--- src/verilog/bpd_pkg.sv ---
// package of constants for the backlight pulse dimming control block
package bpd_pkg;
  // clock rate in kHz and derived cycle counts
  localparam int unsigned CLK_KHZ = 25000;
  localparam int unsigned T_ON_US = 100;
  localparam int unsigned T_OFF_US = 2000;
  localparam int unsigned T_DIM_MIN_NS = 500;
  localparam int unsigned T_DIM_MAX_US = 500;
  localparam int unsigned T_DEGLITCH_US = 50;
  localparam int unsigned T_RST_REL_MS = 200;
  // least times round up, longest round down
  localparam int unsigned ON_CYC = (T_ON_US * CLK_KHZ + 999) / 1000;
  localparam int unsigned OFF_CYC = (T_OFF_US * CLK_KHZ + 999) / 1000;
  localparam int unsigned DIM_MIN_CYC = (T_DIM_MIN_NS * CLK_KHZ + 999999) / 1000000;
  localparam int unsigned DIM_MAX_CYC = (T_DIM_MAX_US * CLK_KHZ) / 1000;
  localparam int unsigned DEGLITCH_CYC = (T_DEGLITCH_US * CLK_KHZ + 999) / 1000;
  localparam int unsigned RST_REL_CYC = T_RST_REL_MS * CLK_KHZ;
  // brightness: 32 steps, full scale is step 31
  localparam int unsigned LEVEL_W = 5;
  localparam logic [4:0] LEVEL_FULL = 5'h1f;
  localparam logic [4:0] LEVEL_MIN = 5'h00;
  localparam int unsigned CNT_W = 24;
  // output word at reset: limit 100%, level at full scale, reset pin pulled low
  localparam logic [22:0] OUT_RST = 23'h00643f;
  // soft-start ramp length in cycles
  localparam int unsigned T_SOFT_US = 100;
  localparam int unsigned SOFT_CYC = (T_SOFT_US * CLK_KHZ + 999) / 1000;
  // boost state machine
  typedef enum logic [1:0] {
    BPD_OFF = 2'h0,
    BPD_ON = 2'h1,
    BPD_LATCHED = 2'h2
  } bpd_state_t;
endpackage
--- src/verilog/bpd_backlight_ctl.sv ---
// backlight pulse dimming control with supply and thermal protection gating
`timescale 1ns/1ns
// ==========================================================
// Summary of operation
// high 100us powers boost at full scale
// low 2ms disables the boost
// low pulse 500ns..500us is one step
// each step lowers target by 1/32
// 32 linear steps; else plain enable
// overvoltage latches off until 2ms low
// input undervoltage: battery feeds rail, charger off
// input undervoltage keeps regulators and sinks running
// input overvoltage: isolate input, charger off
// input back in range resumes normal use
// rail undervoltage disables regulators, sinks, charger
// rail undervoltage: indicator released, reset asserted
// above 100C cut limit 5%/C, charge first
// at 120C draw nothing from input
// above 165C disable regulators and charger
// after cooling, resume enables with soft-start
// every regulator soft-starts at power-up
// feedback dips under 50us ignored for reset
// release reset 200ms after feedback good
// free-running time base; mid-length lows ignored
// dimming stops at lowest step, no wrap
// ==========================================================
// every level is timed in clk_sys cycles by one counter that restarts at
// each edge of the control line, so on, off and dim are told apart only by
// how long the last level lasted; the off and release counts are parameters
// so a bench can shrink them, while the real values come from the package
module bpd_backlight_ctl #(
  parameter int unsigned OFF_CYCLES = bpd_pkg::OFF_CYC,
  parameter int unsigned RST_REL_CYCLES = bpd_pkg::RST_REL_CYC
) (
  input wire logic clk_sys,
  input wire logic rst_n,
  input wire logic backlight_ctl_line,
  input wire logic boost_overvoltage_sense,
  input wire logic input_uvlo,
  input wire logic input_ovlo,
  input wire logic system_rail_uvlo,
  input wire logic temp_above_100c,
  input wire logic [5:0] temp_excess_deg,
  input wire logic temp_above_120c,
  input wire logic temp_above_165c,
  input wire logic temp_cooled_15c,
  input wire logic buck_group_enable,
  input wire logic charger_enable,
  input wire logic charge_active,
  input wire logic main_rail_feedback,
  output logic backlight_boost,
  output logic [4:0] boost_feedback,
  output logic boost_soft_start,
  output logic main_buck,
  output logic buck_soft_start,
  output logic charger_on,
  output logic led_sinks_on,
  output logic input_switch_on,
  output logic battery_switch_on,
  output logic [6:0] input_limit_pct,
  output logic charge_limit_cut,
  output logic charge_indicator_n_out,
  output logic charge_indicator_n_oe,
  output logic main_rail_reset_n_out,
  output logic main_rail_reset_n_oe
);

  // ==========================================================
  // reset release
  // two flops so every register leaves reset on one clean edge; only the
  // second flop is read
  logic [1:0] rst_sync_reg;
  logic rst_int_n;
  always_ff @(posedge clk_sys or negedge rst_n) begin
    if (!rst_n) rst_sync_reg <= 2'h0;
    else rst_sync_reg <= {rst_sync_reg[0], 1'h1};
  end
  assign rst_int_n = rst_sync_reg[1];

  // ==========================================================
  // line timing: one counter, restarted at every edge of the line
  // line_reg resets low, the idle level of the line, so no false rise follows reset
  logic line_reg, line_next;
  logic [bpd_pkg::CNT_W-1:0] run_reg, run_next;
  logic rise, long_low;
  always_comb begin
    line_next = backlight_ctl_line;
    rise = backlight_ctl_line && !line_reg;
    // saturate so a long level never wraps the measurement
    if (backlight_ctl_line != line_reg) run_next = '0;
    else if (&run_reg) run_next = run_reg;
    else run_next = run_reg + 1'b1;
  end
  always_ff @(posedge clk_sys or negedge rst_int_n) begin
    if (!rst_int_n) begin
      line_reg <= 1'h0;
      run_reg <= '0;
    end else begin
      line_reg <= line_next;
      run_reg <= run_next;
    end
  end
  // the same long low that shuts the boost down also clears the latch
  assign long_low = !line_reg && run_reg >= OFF_CYCLES[bpd_pkg::CNT_W-1:0] - 1'b1;

  // ==========================================================
  // boost state, brightness and overvoltage latch
  bpd_pkg::bpd_state_t st_reg, st_next;
  logic [4:0] lvl_reg, lvl_next;
  logic [bpd_pkg::CNT_W-1:0] low_len;
  always_comb begin
    st_next = st_reg;
    lvl_next = lvl_reg;
    // low_len is the length of the low level that the current rise ends
    low_len = run_reg + 1'b1;
    case (st_reg)
      bpd_pkg::BPD_OFF: begin
        if (line_reg && run_reg >= bpd_pkg::ON_CYC - 1) begin
          st_next = bpd_pkg::BPD_ON;
          lvl_next = bpd_pkg::LEVEL_FULL;
        end
      end
      bpd_pkg::BPD_ON: begin
        // off is tested first so a shutdown low wins over a late overvoltage
        if (long_low) st_next = bpd_pkg::BPD_OFF;
        else if (boost_overvoltage_sense) st_next = bpd_pkg::BPD_LATCHED;
        else if (rise && low_len >= bpd_pkg::DIM_MIN_CYC
                 && low_len <= bpd_pkg::DIM_MAX_CYC) begin
          // pulses between dim range and shutdown change nothing
          if (lvl_reg != bpd_pkg::LEVEL_MIN) lvl_next = lvl_reg - 1'b1;
        end
      end
      bpd_pkg::BPD_LATCHED: begin
        // only a full shutdown low clears the latch
        if (long_low) st_next = bpd_pkg::BPD_OFF;
      end
      default: st_next = bpd_pkg::BPD_OFF;
    endcase
  end
  always_ff @(posedge clk_sys or negedge rst_int_n) begin
    if (!rst_int_n) begin
      st_reg <= bpd_pkg::BPD_OFF;
      lvl_reg <= bpd_pkg::LEVEL_FULL;
    end else begin
      st_reg <= st_next;
      lvl_reg <= lvl_next;
    end
  end

  // ==========================================================
  // protection gating
  logic regs_ok, input_ok;
  always_comb begin
    // regs_ok also gates the led sinks, which run from the battery under input lockout
    regs_ok = !system_rail_uvlo && !temp_above_165c;
    // input use resumes as soon as the lockout flags clear
    // 120c isolates the input only; the rail keeps running from the battery
    input_ok = !input_uvlo && !input_ovlo && !temp_above_120c;
  end

  // thermal shutdown is held until the die has cooled by the hysteresis
  logic hot_reg, hot_next;
  always_comb begin
    hot_next = hot_reg;
    // the set wins when overtemperature and the cooled flag meet in one cycle
    if (temp_above_165c) hot_next = 1'h1;
    else if (temp_cooled_15c) hot_next = 1'h0;
  end
  always_ff @(posedge clk_sys or negedge rst_int_n) begin
    if (!rst_int_n) hot_reg <= 1'h0;
    else hot_reg <= hot_next;
  end

  // regulators may run only with the rail good and no thermal shutdown held
  function automatic logic run_ok(input logic rail_ok, input logic hot);
    run_ok = rail_ok && !hot;
  endfunction

  // ==========================================================
  // soft-start timers restart whenever a regulator is re-enabled
  logic boost_run, buck_run;
  logic [1:0] run_en;
  logic [1:0] ss_active;
  assign boost_run = st_reg == bpd_pkg::BPD_ON && run_ok(regs_ok, hot_reg);
  assign buck_run = buck_group_enable && run_ok(regs_ok, hot_reg);
  assign run_en = {buck_run, boost_run};
  // a regulator that drops out for even one cycle ramps again from zero
  genvar gi;
  generate
    for (gi = 0; gi < 2; gi++) begin : g_soft
      // 16 bits hold the ramp count with room to spare
      logic [15:0] ss_reg, ss_next;
      always_comb begin
        if (!run_en[gi]) ss_next = '0;
        else if (ss_reg < bpd_pkg::SOFT_CYC) ss_next = ss_reg + 1'b1;
        else ss_next = ss_reg;
      end
      always_ff @(posedge clk_sys or negedge rst_int_n) begin
        if (!rst_int_n) ss_reg <= '0;
        else ss_reg <= ss_next;
      end
      assign ss_active[gi] = run_en[gi] && ss_reg < bpd_pkg::SOFT_CYC;
    end
  endgenerate

  // ==========================================================
  // thermal input current limit: 5% per degree above 100C, floor 0
  // charge current is cut first, so the system load keeps what is left
  function automatic logic [6:0] limit_pct(input logic hot, input logic [5:0] deg);
    logic [8:0] cut;
    cut = 9'(deg) * 9'h005;
    if (!hot) limit_pct = 7'h64;
    else if (cut >= 9'h064) limit_pct = 7'h00;
    else limit_pct = 7'(9'h064 - cut);
  endfunction

  // ==========================================================
  // reset output: deglitch falling feedback, delayed release
  // rail undervoltage forces reset at once, bypassing the dip filter
  logic fb_ok_reg, fb_ok_next;
  logic [bpd_pkg::CNT_W-1:0] fb_cnt_reg, fb_cnt_next;
  logic rstn_reg, rstn_next;
  always_comb begin
    fb_ok_next = fb_ok_reg;
    fb_cnt_next = fb_cnt_reg;
    rstn_next = rstn_reg;
    if (system_rail_uvlo || !main_rail_feedback && fb_ok_reg
        && fb_cnt_reg >= bpd_pkg::DEGLITCH_CYC - 1) begin
      fb_ok_next = 1'h0;
      fb_cnt_next = '0;
      rstn_next = 1'h0;
    end else if (main_rail_feedback != fb_ok_reg) begin
      // count how long the feedback has disagreed with the filtered state
      // a dip restarts the count, trading a later release for no chatter
      fb_cnt_next = fb_cnt_reg + 1'b1;
      if (main_rail_feedback && fb_cnt_reg >= RST_REL_CYCLES[bpd_pkg::CNT_W-1:0] - 1'b1) begin
        fb_ok_next = 1'h1;
        fb_cnt_next = '0;
        rstn_next = 1'h1;
      end
    end else fb_cnt_next = '0;
  end
  always_ff @(posedge clk_sys or negedge rst_int_n) begin
    if (!rst_int_n) begin
      fb_ok_reg <= 1'h0;
      fb_cnt_reg <= '0;
      rstn_reg <= 1'h0;
    end else begin
      fb_ok_reg <= fb_ok_next;
      fb_cnt_reg <= fb_cnt_next;
      rstn_reg <= rstn_next;
    end
  end

  // ==========================================================
  // registered outputs
  // word, msb first: boost, boost soft-start, buck, buck soft-start, charger,
  // sinks, input switch, battery switch, limit[6:0], charge cut,
  // indicator enable, level[4:0], reset enable
  // every pin but the two tied-low open-drain levels comes from one register so all outputs move on one edge
  logic [22:0] out_reg, out_next;
  logic chg_run;
  always_comb begin
    chg_run = charger_enable && input_ok && run_ok(regs_ok, hot_reg);
    out_next = {
      boost_run,
      ss_active[0],
      buck_run,
      ss_active[1],
      chg_run,
      regs_ok,
      input_ok,
      !input_ok,
      limit_pct(temp_above_100c, temp_excess_deg),
      temp_above_100c, // charge is cut before system load
      chg_run && charge_active, // indicator pulls low only while charging
      (st_reg == bpd_pkg::BPD_OFF) ? bpd_pkg::LEVEL_FULL : lvl_reg,
      !rstn_reg
    };
  end
  always_ff @(posedge clk_sys or negedge rst_int_n) begin
    if (!rst_int_n) out_reg <= bpd_pkg::OUT_RST;
    else out_reg <= out_next;
  end
  assign backlight_boost = out_reg[22];
  assign boost_soft_start = out_reg[21];
  assign main_buck = out_reg[20];
  assign buck_soft_start = out_reg[19];
  assign charger_on = out_reg[18];
  assign led_sinks_on = out_reg[17];
  assign input_switch_on = out_reg[16];
  assign battery_switch_on = out_reg[15];
  assign input_limit_pct = out_reg[14:8];
  assign charge_limit_cut = out_reg[7];
  // open-drain pins: the level stays low and only the enable moves
  assign charge_indicator_n_oe = out_reg[6];
  assign charge_indicator_n_out = 1'h0;
  assign boost_feedback = out_reg[5:1];
  assign main_rail_reset_n_oe = out_reg[0];
  assign main_rail_reset_n_out = 1'h0;

endmodule

--- config.mk ---
export PLATFORM = sky130hd
export DESIGN_NAME = bpd_backlight_ctl
export DESIGN_NICKNAME = d
export VERILOG_FILES = /design/src/verilog/bpd_pkg.sv /design/src/verilog/bpd_backlight_ctl.sv
export SDC_FILE = /design/constraint.sdc
export NUM_CORES = 1
export LEC_CHECK = 0
export BUFFER_PORTS_ARGS = -buffer_cell sky130_fd_sc_hd__clkbuf_2
export CORE_UTILIZATION = 55
export DETAILED_ROUTE_END_ITERATION = 12
export HOLD_SLACK_MARGIN = 0.12
export PLACE_DENSITY_LB_ADDON = 0.05
export SETUP_SLACK_MARGIN = 0.3
export SYNTH_ARGS = -nofsm -noshare
export SYNTH_HDL_FRONTEND = slang
export SYNTH_SLANG_ARGS = --single-unit
export TNS_END_PERCENT = 1
--- constraint.sdc ---
create_clock -name clk_sys -period 4 [get_ports clk_sys]
set_input_delay 0.8 -clock clk_sys [delete_from_list [all_inputs] [get_ports clk_sys]]
set_output_delay 0.8 -clock clk_sys [all_outputs]
set_load 0.02 [all_outputs]
---- Yosys cells after proc, flatten, opt, wreduce, memory -nomap -nowiden ----
Cells that the tools add are included.
W data, S select, Z words.
storage, ports and cells
  output and inout bits ................... 25
  register bits after elaboration ......... 115
  logic and storage cells ................. 109
operators by class
  equality and inequality tests ........... 14
  multiplexer cells ....................... 28
  reductions and logical operators ........ 40
  add/subtract/negate cells ............... 6
  multiply operators ...................... 1
  magnitude comparators ................... 9
operators by type and width
  operator                 number
  $mux W24                 5
  $mux W16                 4
  $add A24 B1 Y24 const B  2
  $add A16 B1 Y16 const B  2
  $lt A16 B12 Y1 const B   2
  $mux W5                  6
  $ge A24 B11 Y1 const B   1
  $ge A24 B12 Y1 const B   1
  $ge A24 B16 Y1 const B   1
  $ge A24 B23 Y1 const B   1
  $ge A24 B4 Y1 const B    1
  $le A24 B14 Y1 const B   1
  $reduce_and A24 Y1       1
  $logic_and A1 B1 Y1      19
  $mux W7                  2
  $ne A2 B2 Y1 const B     7
  $logic_not A1 Y1         10
  $pmux W5 S2              1
  $ge A9 B7 Y1 const B     1
  $mul A6 B3 Y9 const B    1
  $mux W2                  4
  $reduce_bool A2 Y1       4
  $sub A7 B7 Y7 const A    1
  $pmux W2 S3              1
  13 further kinds         19

---- Logic depth before layout (Yosys ltp) ----
Gate-level depths: netlist of run 1.
  word-level depth ........................ 8
  mapped depth ............................ 11

---- Worst setup path after synthesis of run 1 ----
No wires, ideal clock.
  path kind ............................... flip-flop to flip-flop
  from .................................... register run_reg[1] (netlist bit)
  to ...................................... register lvl_reg[0]
  data required time ...................... 3.925 ns
  arrival time ............................ 2.843 ns
  stages on the path, launching flop included .. 10
  path slack .............................. 1.082 ns
  clock period less this slack ............ 2.918 ns
  buffers on the path ..................... 1
  path through ............................ dfrtp_1 ha_1 buf_2 nand3_1 nor4_1 xnor2_1 nand4b_1 or4_1 or4_4 mux2i_1
on the way
  cells in the longest elaborated chain, start to end .. 6
  elaborated cells on any way between the ends .. 13
  those cells by class .................... add/sub: 1; order compare: 4; eq/ne: 3; reduce/logical: 5
ends and longest elaborated chain
  item                                    line                      RTL
  from (decl)                             bpd_backlight_ctl.sv:84   logic [bpd_pkg::CNT_W-1:0] run_reg, run_next;
  from (signal assigned)                  bpd_backlight_ctl.sv:100  run_reg <= run_next;
  $add A24 B1 Y24                         bpd_backlight_ctl.sv:115  low_len = run_reg + 1'b1;
  $ge A24 B4 Y1                           bpd_backlight_ctl.sv:127  else if (rise && low_len >= bpd_pkg::DIM_MIN_CYC
  $logic_and A1 B1 Y1                     bpd_backlight_ctl.sv:127
  $logic_and A1 B1 Y1                     bpd_backlight_ctl.sv:128  && low_len <= bpd_pkg::DIM_MAX_CYC) begin
  $ne A2 B2 Y1 (no source line)           --
  $reduce_and A6 Y1 (no source line) (*)  --
  to (signal assigned)                    bpd_backlight_ctl.sv:143  lvl_reg <= bpd_pkg::LEVEL_FULL;
  to (signal assigned)                    bpd_backlight_ctl.sv:146  lvl_reg <= lvl_next;
  to (decl)                               bpd_backlight_ctl.sv:109  logic [4:0] lvl_reg, lvl_next;
Mark *: on every way between the ends. The rest lies on a longest branch, timed or not.
A chain may end at the register's enable or synchronous reset.

---- Worst setup path in the final report of run 1 ----
  from .................................... register run_reg[2] (netlist bit)
  to ...................................... register lvl_reg[2]
Same word-level chain as after synthesis.

==> impl_metrics.ini, run 1 <==
[timing]
hold_viol_final = 0
fin_skew_ps = 7.67
tightest_slew_ps = 968
setup_viol = 0
relSlewSlack = 0.355
finalCritPeriodShare = 0.831
fin_crit_ps = 3330
rsz0062_at_grt = false
worst_slack_ps = 674
finalMaxSlewViolations = 0
timing.fmax_mhz = 301
hold_ws_ps = 164
setup_tns_ps = 0

[floorplan]
initial_utilization = 0.577
die-area_sq_um = 12000
die_h_microns = 110
pin_count = 46
core_area_sq_um = 11000
die_x_microns = 110
placementRows = 38

[logic_synthesis]
yosys_warnings = 0
synth_area_sq_um = 6360
netlist_instances = 654
async_flop_share = 1.00
avgSynthCellArea_sq_um = 9.73
synthFlopType = dfrtp_1
ys_ff_latch = 115
synth_cell_type_count = 67
synth-edff-count = 0
ys_seq_area_frac = 0.455

[critical_path]
critical_path.top_delay_family = simple AND/OR/NAND/NOR gates
crit_slowest_cell = or4_4
end_kind = flip-flop
worst-path-buf-inv = 0
crit_path_cell_trace = nand4_2 -> or4_4 -> nor4_4 -> o21ai_0 -> or4_1 -> nor4_1 -> mux2i_1
cpPeakStageDelay_ps = 650
crit_required_ps = 4340
worstSetupPathType = reg -> reg
arrival_ps = 3670
setup.worst_path.start_class = flip-flop
cp_max_fo = 13

[power_and_ir_drop]
p_leak_nw = 3.36
seq_power_share = 0.413
pwr-share-clk = 0.521
p_int_mw = 2.31
swShare = 0.223
irDropWorstVdd_mv = 0.405
powerDensity_nw_per_um2 = 412
p_sw_mw = 0.664
p_comb_frac = 0.066

[global_route]
grt_pass1_wl_microns = 21100
antenna_found_initial = 0
grt_pass1_vias = 4642
overflow = 0
grt_usage = 0.229
grt_start_max_net_pins = 46

[flow_run]
drv_cap = 0

[clock_network]
path_clk_slew_ps = 60
cts_max_level = 4
ctsHoldBuffers = 0
clk_path_buf_depth = 2
cts_root_buf = clkbuf_16
cts_buffers = 17
cts_tree = yes
cts_sinks = 115
cts-resized-gates = 0
postCtsSetupRepairBufs = 0
clock_latency_ps = 410

[worst_hold_path]
hp-class = in -> async

[detailed_routing]
drt_iter0_markers = 306
viasPerCell = 5.59
drc = 0
wl_per_cell_microns = 14.5
num_vias = 4719
firstDrtPassIters = 5
ant_nets = 0
drt-total-wl_microns = 12300

[placed_design]
gp_congestion = 0.874
dp_worst_setup_slack_ps = 696
portBuffers = 43
dp_hpwl_microns = 8590
placed_area_sq_um = 6620

[layout]
area_delta_synth_final_pct = 13.7
final_cell_mix = dfrtp_1 (100), nor2_1 (83), clkbuf_2 (43), nand2_1 (38), xor2_1 (37)
final_common_cell = dfrtp_1
drive_above_1_share = 0.163
largest_reg_flops = 32
nNetsFinal = 734
insertedDiodeCount = 0
design_area_sq_um = 7230

[status]
status = finished clean
==> cells by family after synthesis <==
kind of cell    share of synthesized area
mux                                0.0142
compound gates                      0.103
flops                               0.455
buf+inv                            0.0472
simple gates                        0.238
fa+ha+maj                          0.0445
other cells                       0.00118
xor+xnor                           0.0964
==> power by group through the flow <==
stage | clock network (mW) | logic (mW) | registers, mW
after floorplan | 0 | 0.125 | 1.26
after global placement | 0 | 0.195 | 1.24
after detailed placement | 0 | 0.200 | 1.25
after CTS | 1.58 | 0.201 | 1.23
after global routing | 1.64 | 0.223 | 1.23
final | 1.55 | 0.197 | 1.23
==> per-stage QoR <==
step / util / power (mW) / std cells
5_1_grt: 0.656 / 3.10 / 844
2_1_floorplan: - / 1.39 / 655
6_report: 0.656 / 2.98 / 844
3_5_place_dp: 0.600 / 1.45 / 812
4_1_cts: 0.656 / 3.01 / 844
3_3_place_gp: 0.600 / 1.44 / 812
==> layer usage <==
metal,GRT usage,vias up,wire [microns]
li1,-,2357,-
met1,0.284,2246,5510
met2,0.386,101,6120
met3,0.0628,15,464
met4,0.0781,0,168
met5,0,-,0
==> Yosys cell counts (6+ instances only) <==
| master | instances | area [sq um] |
|---|---|---|
| nand2_1 | 38 | 143 |
| a21boi_0 | 21 | 158 |
| nor3_1 | 17 | 85.1 |
| o21ai_0 | 21 | 105 |
| nand4_1 | 13 | 81.3 |
| xnor2_1 | 33 | 289 |
| dfrtp_1 | 101 | 2530 |
| buf_4 | 8 | 60.1 |
| and3_1 | 21 | 131 |
| buf_2 | 6 | 30.0 |
| and2_1 | 11 | 68.8 |
| mux2i_1 | 9 | 90.1 |
| ha_1 | 21 | 263 |
| a21oi_1 | 10 | 50.1 |
| nor2b_1 | 11 | 68.8 |
| dfstp_2 | 14 | 368 |
| and4_1 | 9 | 78.8 |
| nor2_1 | 83 | 312 |
| nor4_1 | 13 | 81.3 |
| xor2_1 | 37 | 324 |
| clkbuf_1 | 14 | 52.6 |
| inv_1 | 28 | 105 |
| or4_1 | 9 | 67.6 |
| nand3_1 | 29 | 145 |
==> worst paths after layout <==
| kind | from | to | slack [ps] | cells past startpoint |
|---|---|---|---|---|
| max | run_reg[2] | lvl_reg[2] | 670 | 7 |
| min | rst_n | rst_sync_reg[0] | 160 | 1 |
| max in group asynchronous | rst_sync_reg[1] | lvl_reg[1] | 2700 | 1 |
| min reg2reg | rst_sync_reg[1] | out_reg[12] | 330 | 0 |
| max reg2reg | run_reg[2] | lvl_reg[2] | 670 | 7 |
| min in group clk_sys | rst_sync_reg[0] | rst_sync_reg[1] | 350 | 0 |
==> cell type report <==
cell class	instances	area, sq um
clock inverters	9	126
fillers	903	3800
multi-input cells	479	3170
flip-flops and latches	115	2900
clock buffers	23	488
repair buffers	50	268
inverters	28	105
well taps	140	175
Note: power is estimated with default switching activity, not from simulation.
==> run 2, diff against run 1 <==
clock period = 2.8 ns   (was 4 ns; I/O delays follow)
==> run 2 against run 1 <==
Critical path depth rose by 1. Critical endpoint is now lvl_reg[1]. Largest power group unchanged. Register-to-register slack worse by 540 ps. Design area rose by 7.1%. Fmax is 25% higher. Non-clock buffer count rose by 51. Final cell count increased by 6.0%. Die area unchanged. Total power is 45% higher. Worst setup slack lost 540 ps. Clock skew grew 5.0 ps. Sequential cell count unchanged. Largest cell class unchanged. Critical path type unchanged.
==> impl_metrics.ini, run 2 (synthesis gave the netlist of run 1 again) <==
[layout]
nNetsFinal = 785
final_common_cell = dfrtp_1
fin_util = 0.702
insertedDiodeCount = 0
largest_reg_flops = 32
drive_above_1_share = 0.245
final_cell_mix = dfrtp_1 (99), nor2_1 (83), buf_4 (54), clkbuf_2 (43), nand2_1 (38)
area_delta_synth_final_pct = 21.8

[floorplan]
die_x_microns = 110
initial_utilization = 0.577
core_area_sq_um = 11000
die_h_microns = 110
placementRows = 38
die-area_sq_um = 12000
pin_count = 46

[timing]
setup_tns_ps = 0
fin_crit_ps = 2670
hold_ws_ps = 272
worst_slack_ps = 129
fin_skew_ps = 12.7
relSlewSlack = 0.539
tightest_slew_ps = 692
hold_viol_final = 0
finalMaxSlewViolations = 0
rsz0062_at_grt = true
finalCritPeriodShare = 0.954
setup_viol = 0
timing.fmax_mhz = 374

[detailed_routing]
viasPerCell = 5.61
drc = 0
drt_iter0_markers = 381
firstDrtPassIters = 5
num_vias = 5020
ant_nets = 0
drt-total-wl_microns = 13200
wl_per_cell_microns = 14.7

[critical_path]
worst-path-buf-inv = 1
arrival_ps = 3010
crit_slowest_cell = or4_1
reg2reg_to = lvl_reg[1]
cp_max_fo = 3
cpPeakStageDelay_ps = 510
reg2reg_slack_ps = 130
rr_startpoint = run_reg[6]
reg2reg_depth = 8
critical_path.top_delay_family = simple AND/OR/NAND/NOR gates
end_kind = flip-flop
worstSetupPathType = reg -> reg
crit_required_ps = 3140
setup.worst_path.start_class = flip-flop
crit_path_cell_trace = buf_4 -> nand4_1 -> nor4_4 -> xnor2_2 -> nand4b_1 -> or4_1 -> or4_4 -> mux2i_1

[placed_design]
gp_congestion = 0.877
portBuffers = 43
dp_worst_setup_slack_ps = -23.6
dp_hpwl_microns = 9220

[worst_hold_path]
worstHoldPathCells = 1
min_from = backlight_ctl_line
holdPathEnd = line_reg
hp-class = in -> reg

[clock_network]
clk_path_buf_depth = 2
cts_buffers = 17
cts_root_buf = clkbuf_16
cts_max_level = 4
path_clk_slew_ps = 50
clock_latency_ps = 420
cts_tree = yes
cts_sinks = 115

[global_route]
grt_start_max_net_pins = 49
grt_pass1_vias = 4887
grt_usage = 0.242
overflow = 0
grt_pass1_wl_microns = 22400
antenna_found_initial = 0

[power_and_ir_drop]
finalPower_mw = 4.32
powerDensity_nw_per_um2 = 557
irDropWorstVdd_mv = 0.536
p_leak_nw = 3.62

[status]
status = finished clean

[flow_run]
drv_cap = 0
==> run 2: cell types whose count changed in the layout (fill, tap and decap cells not counted), sizes merged <==
cell	before	now
buf	7	57
clkbuf	66	61
clkinvlp	1	5
bufinv	3	4
clkinv	5	4
dlygate4sd3	0	1
inv	28	29
==> run 2: metal layers <==
layer	global-route usage	vias to the layer above	wire (microns)
met3	0.0640	20	482
met5	0	-	0
met4	0.0857	0	208
li1	-	2458	-
met1	0.307	2434	6050
met2	0.398	108	6450
==> run 2: worst max path at each step <==
stage | from | endpoint | slack [ps] | cells past startpoint
after global placement | run_reg[3] | lvl_reg[2] | 10 | 7
final | run_reg[6] | lvl_reg[1] | 130 | 8
after detailed placement | run_reg[3] | lvl_reg[2] | -20 | 7
after CTS | run_reg[13] | lvl_reg[1] | 180 | 7
after global routing | run_reg[6] | lvl_reg[1] | 8 | 8
after floorplan | run_reg[1] | lvl_reg[0] | -120 | 9
==> run 2: power breakdown <==
group	total (mW)	switching [mW]	leakage, nW	internal [mW]
Sequential	1.74	0.0353	1.53	1.70
Clock	2.24	0.762	0.288	1.48
Combinational	0.335	0.195	1.80	0.140
Total	4.32	0.992	3.62	3.32
==> run 2: stage by stage <==
step / instance area [sq um] / instances
after floorplan: 6370 / 655
after global placement: 6930 / 852
after detailed placement: 6930 / 852
after CTS: 7690 / 890
after global routing: 7740 / 895
final: 7740 / 895
==> run 2: timing repair <==
action                     CTS  global route
gates cloned                 0             0
hold buffers                 1             0
setup endpoints to repair   29            38
setup buffers                5             5
pin swaps                    5             3
gates resized for setup     20             3
hold endpoints to repair     2             0
==> run 2: area by class of cell <==
cell class,instances,area (sq um)
Clock buffer,18,429
Timing Repair Buffer,101,673
Clock inverter,14,186
Fill cell,851,3290
Inverter,28,105
Multi-Input combinational cell,479,3280
Sequential cell,115,2900
Tap cell,140,175
